`src/shared/tmc_pkg.sv`:
```
// package for the transmitter mode controller: register map, pin bundle, modes
// assumes a 32-bit plain register port and one 125 MHz clock
package tmc_pkg;
    localparam int unsigned AW = 4;
    localparam int unsigned DW = 32;
    // register offsets
    localparam logic [3:0] REG_CMD = 4'h0;
    localparam logic [3:0] REG_STATUS = 4'h4;
    localparam logic [3:0] REG_FAULT = 4'h8;
    // command bits, one-shot on write
    localparam int unsigned CMD_OP_KEY = 0;
    localparam int unsigned CMD_STB_KEY = 1;
    localparam int unsigned CMD_SER_OP = 2;
    localparam int unsigned CMD_SER_STB = 3;
    // fault bits, sticky, write one to clear
    localparam int unsigned FW = 5;
    localparam int unsigned FLT_OVERTEMP = 0;
    localparam int unsigned FLT_NO_AMP = 1;
    localparam int unsigned FLT_UNLOCK = 2;
    localparam int unsigned FLT_UPC_MISSING = 3;
    localparam int unsigned FLT_LOOP_OPEN = 4;
    localparam logic [FW-1:0] FLT_RST = 5'h00;
    // status field positions
    localparam int unsigned ST_MODE = 0;
    localparam int unsigned ST_SUPPLY = 2;
    localparam int unsigned ST_MUTE = 3;
    localparam int unsigned ST_PINS = 4;
    // pin inputs as seen at the terminal block and amplifier
    typedef struct packed {
        logic rmt_operate_n;
        logic rmt_standby_n;
        logic amp_overtemp;
        logic amp_absent;
        logic upc_unlock;
        logic upc_present;
        logic output_path_interlock_loop;
    } tmc_pins_s;
    localparam int unsigned PW = 7;
    localparam logic [PW-1:0] PINS_RST = 7'h62;
    typedef enum logic [1:0] {
        MODE_STANDBY = 2'h0,
        MODE_OPERATE = 2'h1,
        MODE_MUTED = 2'h3
    } tmc_mode_e;
endpackage

```
`src/core/tmc_sync.sv`:
```
// three-stage synchroniser; a change is taken once stages two and three agree
// assumes inputs are asynchronous to ref_clk
`timescale 1ns/100ps
`default_nettype none
module tmc_sync #(
    parameter int unsigned W = 1,
    parameter logic [W-1:0] RST = '0
) (
    input wire logic ref_clk,
    input wire logic rstn,
    input wire logic [W-1:0] async_in,
    output logic [W-1:0] sync_q
);
    logic [W-1:0] s1_q;
    logic [W-1:0] s2_q;
    logic [W-1:0] s3_q;
    logic [W-1:0] sync_d;

    always_comb begin
        for (int i = 0; i < W; i++) begin
            sync_d[i] = (s2_q[i] == s3_q[i]) ? s3_q[i] : sync_q[i];
        end
    end

    always_ff @(posedge ref_clk or negedge rstn) begin
        if (!rstn) begin
            s1_q <= RST;
            s2_q <= RST;
            s3_q <= RST;
            sync_q <= RST;
        end else begin
            s1_q <= async_in;
            s2_q <= s1_q;
            s3_q <= s2_q;
            sync_q <= sync_d;
        end
    end
endmodule
`default_nettype wire

```
`src/core/tmc_mode_ctrl.sv`:
```
// transmitter mode controller: operate, standby and mute, supply and indicator drive
// assumes pins are asynchronous; register port is on ref_clk with read data one cycle later
`timescale 1ns/100ps
`default_nettype none
module tmc_mode_ctrl (
    input wire logic ref_clk,
    input wire logic rstn,
    input wire logic [tmc_pkg::AW-1:0] addr,
    input wire logic [tmc_pkg::DW-1:0] wdata,
    input wire logic wr,
    input wire logic rd,
    output logic [tmc_pkg::DW-1:0] rdata_q,
    input wire tmc_pkg::tmc_pins_s pins,
    output logic supply_en_q,
    output logic rf_mute_q,
    output logic operate_led_q,
    output logic supply_good_led_q,
    output logic drv_enable_led_q,
    output logic drv_supply_good_led_q,
    output logic rmt_state_o_q,
    output logic rmt_state_oe_n_q,
    output logic rmt_ilk_o_q,
    output logic rmt_ilk_oe_n_q
);
    tmc_pkg::tmc_pins_s pin_s;
    logic [tmc_pkg::PW-1:0] pin_v;
    tmc_pkg::tmc_mode_e mode_q;
    tmc_pkg::tmc_mode_e mode_d;
    logic [tmc_pkg::FW-1:0] flt_q;
    logic [tmc_pkg::FW-1:0] flt_d;
    logic [tmc_pkg::FW-1:0] flt_live;
    logic [tmc_pkg::DW-1:0] rdata_d;
    logic wr_cmd;
    logic wr_flt;
    logic mute_cond;
    logic blocked;
    logic fault_any;
    logic key_op;
    logic op_req;
    logic stb_req;
    logic supply_en_d;
    logic rf_mute_d;
    logic drv_led_d;
    logic state_oe_n_d;
    logic ilk_oe_n_d;
    // low until the first edge after reset, while reset values still stand
    logic live_q;

    tmc_sync #(
        .W(tmc_pkg::PW),
        .RST(tmc_pkg::PINS_RST)
    ) u_pin_sync (
        .ref_clk(ref_clk),
        .rstn(rstn),
        .async_in(pins),
        .sync_q(pin_v)
    );
    assign pin_s = tmc_pkg::tmc_pins_s'(pin_v);

    // command decode
    assign wr_cmd = wr && (addr == tmc_pkg::REG_CMD);
    assign wr_flt = wr && (addr == tmc_pkg::REG_FAULT);

    // live fault conditions
    always_comb begin
        flt_live = '0;
        flt_live[tmc_pkg::FLT_OVERTEMP] = pin_s.amp_overtemp;
        flt_live[tmc_pkg::FLT_NO_AMP] = pin_s.amp_absent;
        flt_live[tmc_pkg::FLT_UNLOCK] = pin_s.upc_unlock;
        flt_live[tmc_pkg::FLT_UPC_MISSING] = !pin_s.upc_present;
        flt_live[tmc_pkg::FLT_LOOP_OPEN] = pin_s.output_path_interlock_loop;
    end

    // mute causes and entry blocks
    assign mute_cond = pin_s.upc_unlock || !pin_s.upc_present
        || pin_s.output_path_interlock_loop;
    assign blocked = pin_s.amp_overtemp || mute_cond || pin_s.amp_absent;
    assign fault_any = |flt_q;
    // front-panel operate ignored under remote standby or uncleared faults
    assign key_op = wr_cmd && wdata[tmc_pkg::CMD_OP_KEY]
        && pin_s.rmt_standby_n && !fault_any;
    assign op_req = !pin_s.rmt_operate_n || key_op
        || (wr_cmd && wdata[tmc_pkg::CMD_SER_OP]);
    assign stb_req = !pin_s.rmt_standby_n
        || (wr_cmd && wdata[tmc_pkg::CMD_STB_KEY])
        || (wr_cmd && wdata[tmc_pkg::CMD_SER_STB]);

    // mode next state
    always_comb begin
        mode_d = mode_q;
        if (stb_req) begin
            mode_d = tmc_pkg::MODE_STANDBY;
        end else begin
            unique case (mode_q)
                tmc_pkg::MODE_STANDBY: begin
                    if (op_req && !blocked) begin
                        mode_d = tmc_pkg::MODE_OPERATE;
                    end
                end
                tmc_pkg::MODE_OPERATE: begin
                    if (mute_cond) begin
                        mode_d = tmc_pkg::MODE_MUTED;
                    end
                end
                tmc_pkg::MODE_MUTED: begin
                    if (!mute_cond) begin
                        mode_d = tmc_pkg::MODE_OPERATE;
                    end
                end
                default: begin
                    mode_d = tmc_pkg::MODE_STANDBY;
                end
            endcase
        end
    end

    // output next values, all from the next mode
    always_comb begin
        supply_en_d = (mode_d != tmc_pkg::MODE_STANDBY);
        rf_mute_d = (mode_d == tmc_pkg::MODE_MUTED);
        drv_led_d = supply_en_d;
        state_oe_n_d = !supply_en_d;
    end

    // sticky faults, a new event wins over a clear
    always_comb begin
        flt_d = flt_q;
        if (wr_flt) begin
            flt_d = flt_q & ~wdata[tmc_pkg::FW-1:0];
        end
        flt_d = flt_d | flt_live;
        ilk_oe_n_d = |flt_d;
    end

    // register read
    always_comb begin
        rdata_d = '0;
        if (rd) begin
            unique case (addr)
                tmc_pkg::REG_STATUS: begin
                    rdata_d[tmc_pkg::ST_MODE +: 2] = mode_q;
                    rdata_d[tmc_pkg::ST_SUPPLY] = supply_en_q;
                    rdata_d[tmc_pkg::ST_MUTE] = rf_mute_q;
                    rdata_d[tmc_pkg::ST_PINS +: tmc_pkg::PW] = pin_v;
                end
                tmc_pkg::REG_FAULT: begin
                    rdata_d[tmc_pkg::FW-1:0] = flt_q;
                end
                default: begin
                    rdata_d = '0;
                end
            endcase
        end
    end

    always_ff @(posedge ref_clk or negedge rstn) begin
        if (!rstn) begin
            mode_q <= tmc_pkg::MODE_STANDBY;
            flt_q <= tmc_pkg::FLT_RST;
            rdata_q <= '0;
            supply_en_q <= 1'b0;
            rf_mute_q <= 1'b0;
            operate_led_q <= 1'b0;
            supply_good_led_q <= 1'b0;
            drv_enable_led_q <= 1'b0;
            drv_supply_good_led_q <= 1'b0;
            rmt_state_o_q <= 1'b0;
            rmt_state_oe_n_q <= 1'b1;
            rmt_ilk_o_q <= 1'b0;
            rmt_ilk_oe_n_q <= 1'b1;
            live_q <= 1'b0;
        end else begin
            live_q <= 1'b1;
            mode_q <= mode_d;
            flt_q <= flt_d;
            rdata_q <= rdata_d;
            supply_en_q <= supply_en_d;
            rf_mute_q <= rf_mute_d;
            operate_led_q <= supply_en_d;
            supply_good_led_q <= 1'b1;
            drv_enable_led_q <= drv_led_d;
            drv_supply_good_led_q <= 1'b1;
            rmt_state_o_q <= 1'b0;
            rmt_state_oe_n_q <= state_oe_n_d;
            rmt_ilk_o_q <= 1'b0;
            rmt_ilk_oe_n_q <= ilk_oe_n_d;
        end
    end
endmodule
`default_nettype wire

```
`config.mk`:
```
export PLATFORM = sky130hd
export DESIGN_NAME = tmc_mode_ctrl
export DESIGN_NICKNAME = d
export VERILOG_FILES = /design/src/shared/tmc_pkg.sv /design/src/core/tmc_sync.sv /design/src/core/tmc_mode_ctrl.sv
export SDC_FILE = /design/constraint.sdc
export NUM_CORES = 1
export LEC_CHECK = 0
export ABC_AREA = 0
export BUFFER_PORTS_ARGS = -buffer_cell sky130_fd_sc_hd__clkbuf_2
export CAP_MARGIN = 15
export CORE_MARGIN = 8
export CORE_UTILIZATION = 49
export CTS_CLUSTER_DIAMETER = 80
export DETAILED_ROUTE_END_ITERATION = 8
export MAX_ROUTING_LAYER = met4
export PLACE_DENSITY = 0.83
export SYNTH_ARGS = -nofsm -noshare
export SYNTH_HDL_FRONTEND = slang
export SYNTH_SLANG_ARGS = --single-unit
export TNS_END_PERCENT = 20
```
`constraint.sdc`:
```
create_clock -name ref_clk -period 3 [get_ports ref_clk]
set_input_delay 0.45 -clock ref_clk [delete_from_list [all_inputs] [get_ports ref_clk]]
set_output_delay 0.45 -clock ref_clk [all_outputs]
set_load 0.01 [all_outputs]
```
# After elaboration in Yosys (flattened, before gate mapping)

Cells that the tools add are included.

Word-level logic and storage cells: 70
Register bits after elaboration: 72
Output and inout port bits: 42
Input port bits: 47

Equal/unequal tests: 12
Reduce and logical (&&, ||, !) cells: 28
Bitwise logic cells: 3
Muxes and demuxes: 9

Operator list:

| cell                                                            | number |
|---|---|
| 11-bit two-way mux                                              | 1 |
| 5-bit case mux with 2 select lines                              | 1 |
| 5-bit OR reduction                                              | 2 |
| 1-bit logical AND                                               | 9 |
| 1-bit logical OR                                                | 8 |
| 2-bit two-way mux                                               | 4 |
| 1-bit == test                                                   | 7 |
| 1-bit logical NOT                                               | 6 |
| 6-bit two-way mux                                               | 1 |
| 2-bit case mux with 3 select lines                              | 1 |
| 5-bit AND                                                       | 1 |
| 5-bit two-way mux                                               | 1 |
| 5-bit NOT                                                       | 1 |
| 5-bit bitwise OR                                                | 1 |
| 2-bit == test, second input constant                            | 2 |
| 4-bit by 3-bit == test with 1-bit output, second input constant | 1 |
| 4-bit == test, second input constant                            | 1 |
| 4-bit logical NOT                                               | 1 |
| 2-bit by 1-bit == test with 1-bit output, second input constant | 1 |
| 2-bit logical NOT                                               | 1 |
| 2-bit nonzero test                                              | 1 |

# Depth between registers and ports, before layout

Gate-level depths: netlist of the first run.

Word-level depth: 13
Mapped depth: 4
Gate-level depth less buffers: 4

# Cells and area by module

Synthesis of the first run repeated with hierarchy kept, for this count alone.

Cell total of the unflattened synthesis: 132
Area total of the unflattened synthesis: 1899.3 um^2

By module, submodules not included:

| module        | seq. area each (um^2) | cells an instance | instances | area each (um^2) |
|---|---|---|---|---|
| tmc_mode_ctrl | 578.1                 | 97                | 1         | 1104.8 |
| tmc_sync      | 715.7                 | 35                | 1         | 794.5 |

# Least setup slack after synthesis of the first run

OpenSTA, ideal clock, no wires.

Kind: in2reg
From: in addr[1] in the netlist's numbering
To: reg rmt_ilk_oe_n_q
Stages on the path: 4
Library setup time: 0.094 ns
Arrival: 1.605 ns
Path slack: 1.301 ns
Path buffers: 0
Data required time: 2.906 ns
Cell sequence: nor4b_4 > nand4_1 > a221o_1 > or4_1

Longest elaborated chain between the ends: 5

Ends and longest elaborated chain:

| element              | RTL line             | source |
|---|---|---|
| from (decl)          | tmc_mode_ctrl.sv:8   | `input wire logic [tmc_pkg::AW-1:0] addr,` |
| 4-bit == test        | tmc_mode_ctrl.sv:62  | `assign wr_flt = wr && (addr == tmc_pkg::REG_FAULT);` |
| 1-bit logical AND    | tmc_mode_ctrl.sv:62  |  |
| 5-bit two-way mux    | tmc_mode_ctrl.sv:128 | `if (wr_flt) begin` |
| 5-bit bitwise OR     | tmc_mode_ctrl.sv:131 | `flt_d = flt_d \| flt_live;` |
| 5-bit OR reduction   | tmc_mode_ctrl.sv:132 | `ilk_oe_n_d = \|flt_d;` |
| via ilk_oe_n_d       | tmc_mode_ctrl.sv:45  | `logic ilk_oe_n_d;` |
| to (signal assigned) | tmc_mode_ctrl.sv:186 | `rmt_ilk_oe_n_q <= ilk_oe_n_d;` |
| to (decl)            | tmc_mode_ctrl.sv:23  | `output logic rmt_ilk_oe_n_q` |

The timed path passes the listed nets, and every way through them passes these cells.
A chain may end at the register's enable or synchronous reset.

# Final worst setup path of the first run

From: reg u_pin_sync.sync_q[1]
To: reg drv_enable_led_q

Longest elaborated chain between the ends: 11
Elaborated cells between the ends (all ways): 13
Classes of those cells: mux (5); reduce/logical (8)

Ends and longest elaborated chain:

| element                              | RTL line             | source |
|---|---|---|
| from (decl)                          | tmc_sync.sv:12       | `output logic [W-1:0] sync_q` |
| from (signal assigned)               | tmc_sync.sv:35       | `sync_q <= sync_d;` |
| 1-bit logical NOT *                  | tmc_mode_ctrl.sv:75  | `assign mute_cond = pin_s.upc_unlock \|\| !pin_s.upc_present` |
| 1-bit logical OR *                   | tmc_mode_ctrl.sv:75  |  |
| 1-bit logical OR *                   | tmc_mode_ctrl.sv:76  | `\|\| pin_s.output_path_interlock_loop;` |
| 1-bit logical OR (2 in a row)        | tmc_mode_ctrl.sv:77  | `assign blocked = pin_s.amp_overtemp \|\| mute_cond \|\| pin_s.amp_absent;` |
| 1-bit logical NOT                    | tmc_mode_ctrl.sv:96  | `if (op_req && !blocked) begin` |
| 1-bit logical AND                    | tmc_mode_ctrl.sv:96  |  |
| 2-bit two-way mux                    | tmc_mode_ctrl.sv:96  |  |
| 2-bit case mux with 3 select lines * | tmc_mode_ctrl.sv:94  | `unique case (mode_q)` |
| 2-bit two-way mux *                  | tmc_mode_ctrl.sv:91  | `if (stb_req) begin` |
| 2-bit nonzero test *                 | tmc_mode_ctrl.sv:119 | `supply_en_d = (mode_d != tmc_pkg::MODE_STANDBY);` |
| via drv_led_d                        | tmc_mode_ctrl.sv:43  | `logic drv_led_d;` |
| to (signal assigned)                 | tmc_mode_ctrl.sv:181 | `drv_enable_led_q <= drv_led_d;` |
| to (decl)                            | tmc_mode_ctrl.sv:18  | `output logic drv_enable_led_q,` |

Mark *: on every way through the listed nets, which the timed path passes. The rest lies on a longest branch.

==> results.sh, run 1 <==
export IMPL_cts_tree="yes"
export IMPL_slew_headroom_pct=60.4
export IMPL_drv_slew=0
export IMPL_numCtsBuffers=5
export IMPL_syn_inst=133
export IMPL_cts_resized=0
export IMPL_ys_top_cells_by_count="dfrtp_1, buf_4, dfstp_2"
export IMPL_setup_violations_final=0
export IMPL_remaining_drc_errors=0
export IMPL_synth_warnings=0
export IMPL_antenna_cells=0
export IMPL_drive_gt1_share_pct=36.9
export IMPL_p_leak_nw=1.04
export IMPL_netlist_area_leader_share_pct=48.9
export IMPL_hold_path_class="in2async"
export IMPL_hold_viol=0
export IMPL_ys_ff_latch=51
export IMPL_postPlaceCellArea_um2=2040
export IMPL_num_rows=22
export IMPL_synth_top_area_cell="dfrtp_1"
export IMPL_crit_path_max_fanout=5
export IMPL_syn_avg_cell_area_um2=14.2
export IMPL_rr_endpoint="drv_enable_led_q"
export IMPL_rsz0062_at_grt="false"
export IMPL_async_flop_share_pct=100
export IMPL_cts_hold_buf=0
export IMPL_drv_cap=0
export IMPL_root_buffer="clkbuf_8"
export IMPL_worstSetupStartpointType="register"
export IMPL_core_area_um2=3690
export IMPL_post_place_ws_ps=1030
export IMPL_power_mw=1.37
export IMPL_areaGrowthSynthToFinish_pct=16.3
export IMPL_track_usage_pct=10.6
export IMPL_htree_levels=2
export IMPL_grt_pass1_vias=1131
export IMPL_fin_area_um2=2200
export IMPL_grt_overflow=0
export IMPL_syn_area_um2=1890
export IMPL_ir_drop_v=0.000387
export IMPL_antenna_left=0
export IMPL_reg2reg_depth=4
export IMPL_cts_clk_slew_worst_paths_ps=90
export IMPL_drt_iter0_drc=82
export IMPL_setup_ws_ps=1140
export IMPL_max_freq_mhz=539
export IMPL_ys_seq_area_share_pct=68.3
export IMPL_fin_tns_setup_ps=0
export IMPL_cp_arrival_ps=2100
export IMPL_post_cts_setup_buffers=0
export IMPL_cp_required_ps=3240
export IMPL_gp_congestion=0.857
export IMPL_final_util_pct=59.7
export IMPL_synth_most_common_cell="dfrtp_1"
export IMPL_port_buffers=38
export IMPL_synth_edff_count=0
export IMPL_worstMarginPinSlew_ps=589
export IMPL_dp_hpwl_mm=2.49
export IMPL_grt_max_degree=49
export IMPL_cts_buffer_depth=2
export IMPL_dr_pass1_iters=4
export IMPL_r2r_slack_ps=1140
export IMPL_die_y_um=78.2
export IMPL_r2r_start="u_pin_sync.sync_q[1]"
export IMPL_synth_flop_cell="dfrtp_1"
export IMPL_fin_skew_ps=6.86
export IMPL_path_class="reg2reg"
export IMPL_dieArea_um2=6110
export IMPL_outcome="complete, no violations"
export IMPL_synth_cell_types=28
export IMPL_die_w_um=78.2
export IMPL_clock_latency_ps=310
export IMPL_crit_start="u_pin_sync.sync_q[1]"
export IMPL_grt_pass1_wl_mm=5.09
export IMPL_pin_count=89
export IMPL_vias_per_cell=4.92
export IMPL_clock_sinks=51
export IMPL_antenna_found_initial=0
export IMPL_end_kind="register"
export IMPL_fin_crit_sh_pct=61.9
export IMPL_vias=1101
export IMPL_period_minus_slack_ps=1860
export IMPL_wl_per_cell_um=14.7
export IMPL_start_util_pct=51.3
export IMPL_routed_wl_mm=3.30
export IMPL_finish_net_count=222
export IMPL_p_per_area_nw_per_um2=624
export IMPL_synth_area_top_cells="dfrtp_1, dfstp_2, buf_4"
-- cells by family after synthesis --
logic type	share of synthesized area, %
DFF	68.3
and+or+nand+nor	10.2
buffers and inverters	10.8
AOI/OAI and AO/OA	6.54
adders and majority gates	3.70
other	0.397
-- flip-flops by register name, summed over array words and instances, names as in the netlist --
name	count
rdata_q	11
u_pin_sync.s1_q	7
u_pin_sync.s2_q	7
u_pin_sync.s3_q	7
u_pin_sync.sync_q	7
flt_q	5
mode_q	2
drv_enable_led_q	1
drv_supply_good_led_q	1
rf_mute_q	1
rmt_ilk_oe_n_q	1
rmt_state_oe_n_q	1
-- routing by layer --
layer,vias to the layer above,global-route usage [%],wire [um]
met3,12,5.47,361
met2,65,17.2,1570
met4,0,4.63,84
met5,-,-,0
met1,533,10.5,1280
li1,491,-,-
-- power by group --
part	total [mW]	switching, mW	internal, mW
Clock	0.547	0.215	0.332
Combinational	0.0819	0.0502	0.0317
Sequential	0.745	0.0204	0.724
Total	1.37	0.286	1.09
-- how the worst max path moves through the flow --
stage | to | slack, ps | depth (start not counted)
after global routing | drv_enable_led_q | 1020 | 4
after CTS | drv_enable_led_q | 1170 | 4
after global placement | rmt_ilk_oe_n_q | 1030 | 5
after floorplan | rmt_ilk_oe_n_q | 1300 | 4
after detailed placement | rmt_ilk_oe_n_q | 1030 | 5
final | drv_enable_led_q | 1140 | 4
-- through the flow --
stage / cells / hold slack [ps]
floorplan: 155 / 154
global placement: 215 / 332
detailed placement: 215 / 335
CTS: 223 / 208
global route: 224 / 162
finish: 224 / 131
-- cell type report --
class,instances,area (um^2)
clock buffers,5,68.8
clock inverters,3,67.6
fillers,304,1490
multi-input cells,76,478
flip-flops and latches,51,1290
well taps,48,60.1
repair buffers,41,233
-- cells in the final DEF, fill, tap and decap left out, drive strengths merged --
cell type / instances
conb: 24
a21o: 4
o31a: 3
a22o: 5
clkbuf: 43
nand4: 1
dfrtp: 37
nor4b: 2
nand3: 4
nor2: 3
and3b: 2
buf: 3
and2: 7
a31oi: 1
o31ai: 1
or4: 1
nand2: 3
nor3: 2
nor4: 2
nand2b: 1
and3: 1
bufinv: 2
clkinvlp: 1
a221o: 1
nor3b: 1
maj3: 7
dfstp: 14
-- worst max-delay path, cell delays in order, from the launching register on --
cell	delay, ps
dfstp_2	580
nor3b_1	330
nand2_1	140
nor4_1	530
o31a_1	220
No activity file was read; power rests on OpenSTA's default activity.
==> run 2, diff against run 1 <==
--- a/config.mk
+++ b/config.mk
@@ -9,11 +9,11 @@
 export BUFFER_PORTS_ARGS = -buffer_cell sky130_fd_sc_hd__clkbuf_2
 export CAP_MARGIN = 15
 export CORE_MARGIN = 8
-export CORE_UTILIZATION = 49
+export CORE_UTILIZATION = 45
 export CTS_CLUSTER_DIAMETER = 80
 export DETAILED_ROUTE_END_ITERATION = 8
 export MAX_ROUTING_LAYER = met4
-export PLACE_DENSITY = 0.83
+export PLACE_DENSITY = 0.77
 export SYNTH_ARGS = -nofsm -noshare
 export SYNTH_HDL_FRONTEND = slang
 export SYNTH_SLANG_ARGS = --single-unit
==> constraint.sdc (replaced) <==
create_clock -name ref_clk -period 1.9 [get_ports ref_clk]
set_input_delay 0.285 -clock ref_clk [delete_from_list [all_inputs] [get_ports ref_clk]]
set_output_delay 0.285 -clock ref_clk [all_outputs]
set_load 0.01 [all_outputs]
==> run 2 against run 1 <==
  * Clock-buffer cell count grew 2
  * Core utilization decreased by 7.0 points
  * Die area is 7.0% higher
  * Critical endpoint is now mode_q[0]
  * Highest routed layer unchanged
==> results.sh, run 2 (synthesis gave the netlist of run 1 again) <==
export IMPL_drt_iter0_drc=97
export IMPL_max_flop_register="rdata_q"
export IMPL_track_usage_pct=10.2
export IMPL_postPlaceCellArea_um2=2040
export IMPL_p_sw_share_pct=22.7
export IMPL_slew_headroom_pct=59.9
export IMPL_setup_ws_ps=103
export IMPL_end_kind="register"
export IMPL_vias_per_cell=4.73
export IMPL_vias=1064
export IMPL_period_minus_slack_ps=1800
export IMPL_root_buffer="clkbuf_8"
export IMPL_wl_per_cell_um=13.8
export IMPL_hold_viol=0
export IMPL_post_cts_setup_buffers=0
export IMPL_htree_levels=2
export IMPL_ff_latch_area_um2=1290
export IMPL_dr_pass1_iters=4
export IMPL_clock_sinks=51
export IMPL_cts_tree="yes"
export IMPL_die_w_um=80.9
export IMPL_hold_end="u_pin_sync.s1_q[6]"
export IMPL_grt_pass1_vias=1098
export IMPL_cts_clk_slew_worst_paths_ps=80
export IMPL_m1WireLength_mm=1.29
export IMPL_outcome="complete, no violations"
export IMPL_cp_arrival_ps=2030
export IMPL_hold_slack_ps=64.5
export IMPL_antenna_found_initial=0
export IMPL_fin_skew_ps=4.77
export IMPL_r2r_slack_ps=100
export IMPL_r2r_start="u_pin_sync.sync_q[1]"
export IMPL_numCtsBuffers=5
export IMPL_reg2reg_depth=4
export IMPL_cts_buffer_depth=2
export IMPL_whs_path_depth=1
export IMPL_num_rows=23
export IMPL_p_per_area_nw_per_um2=882
export IMPL_port_buffers=38
export IMPL_met2_length_mm=1.36
export IMPL_cp_slowest_stage_delay_ps=580
export IMPL_hold_path_class="in2reg"
export IMPL_drv_cap=0
export IMPL_core_area_um2=4030
export IMPL_pwr_share_comb_pct=6.4
export IMPL_power_mw=1.87
export IMPL_p_int_mw=1.45
export IMPL_p_leak_nw=1.01
export IMPL_finish_net_count=221
export IMPL_largest_register_ff_count=11
export IMPL_fin_crit_sh_pct=94.6
export IMPL_nFillCells=366
export IMPL_power_frac_seq_pct=62.9
export IMPL_crit_path_max_fanout=5
export IMPL_worstSetupStartpointType="register"
export IMPL_post_place_ws_ps=74.9
export IMPL_final_common_cell="clkbuf_2"
export IMPL_clkPwrFrac_pct=30.7
export IMPL_die_y_um=80.9
export IMPL_grt_overflow=0
export IMPL_path_cells="nor3b_1, nand2_1, nor4_1, o31a_1"
export IMPL_antenna_left=0
export IMPL_p_switching_mw=0.424
export IMPL_drive_gt1_share_pct=35.4
export IMPL_cts_resized=0
export IMPL_clock_latency_ps=290
export IMPL_max_freq_mhz=556
export IMPL_grt_max_degree=52
export IMPL_rsz0062_at_grt="false"
export IMPL_min_from="pins[6]"
export IMPL_grt_pass1_wl_mm=4.97
export IMPL_start_util_pct=47.0
export IMPL_cts_hold_buf=0
export IMPL_multi_input_area_um2=478
export IMPL_gp_congestion=0.813
export IMPL_worst_path_max_delay_cell="dfstp_2"
export IMPL_setup_violations_final=0
export IMPL_path_class="reg2reg"
export IMPL_routed_wl_mm=3.10
export IMPL_fin_area_um2=2120
export IMPL_worstMarginPinSlew_ps=602
export IMPL_drv_slew=0
export IMPL_remaining_drc_errors=0
export IMPL_pin_count=89
export IMPL_dr_max_layer_used="met4"
export IMPL_dr_wl_met3_um=386
export IMPL_dp_hpwl_mm=2.29
export IMPL_rr_endpoint="mode_q[0]"
export IMPL_areaGrowthSynthToFinish_pct=12.0
export IMPL_ir_drop_v=0.000516
export IMPL_antenna_cells=0
export IMPL_fin_tns_setup_ps=0
export IMPL_layout_common_cells="clkbuf_2, dfrtp_1, conb_1"
export IMPL_dieArea_um2=6540
export IMPL_cp_required_ps=2140
## run 2: worst max-delay path, delay by kind of cell (launching register included)
kind,cells,cell delay (ps)
flip-flops,1,580
AO/OA/AOI/OAI,1,210
AND/OR/NAND/NOR,3,960
## run 2: final cells by class
class	instances	share of cell area [%]
Sequential cell	51	61.0
Clock inverter	1	0.236
Timing Repair Buffer	40	9.68
Clock buffer	7	3.60
Multi-Input combinational cell	76	22.5
Tap cell	50	2.95
## run 2: power by group through the flow
stage | registers (mW) | clock network (mW) | logic [mW]
2_1_floorplan | 1.19 | 0 | 0.0959
3_3_place_gp | 1.19 | 0 | 0.118
3_5_place_dp | 1.20 | 0 | 0.120
4_1_cts | 1.18 | 0.602 | 0.120
5_1_grt | 1.18 | 0.645 | 0.135
6_report | 1.18 | 0.575 | 0.120
## run 2: how the worst max path moves through the flow
| stage | slack, ps | cells after the start | from | endpoint |
|---|---|---|---|---|
| 6_report | 100 | 4 | u_pin_sync.sync_q[1] | mode_q[0] |
| 5_1_grt | 10 | 4 | u_pin_sync.sync_q[1] | mode_q[0] |
| 4_1_cts | 100 | 4 | u_pin_sync.sync_q[1] | mode_q[0] |
| 3_5_place_dp | 70 | 5 | addr[1] | rmt_ilk_oe_n_q |
| 3_3_place_gp | 70 | 5 | addr[1] | rmt_ilk_oe_n_q |
| 2_1_floorplan | 370 | 4 | addr[1] | rmt_ilk_oe_n_q |
## run 2: per-stage QoR
step | cells | utilization, %
after floorplan | 155 | -
after global placement | 217 | 50.6
after detailed placement | 217 | 50.6
after CTS | 225 | 52.6
after global routing | 225 | 52.6
final | 225 | 52.6
## run 2: layer usage
metal / track usage [%] / vias to the layer above
li1: - / 489
met1: 11.5 / 508
met2: 15.0 / 59
met3: 4.42 / 8
met4: 5.18 / 0
met5: - / -
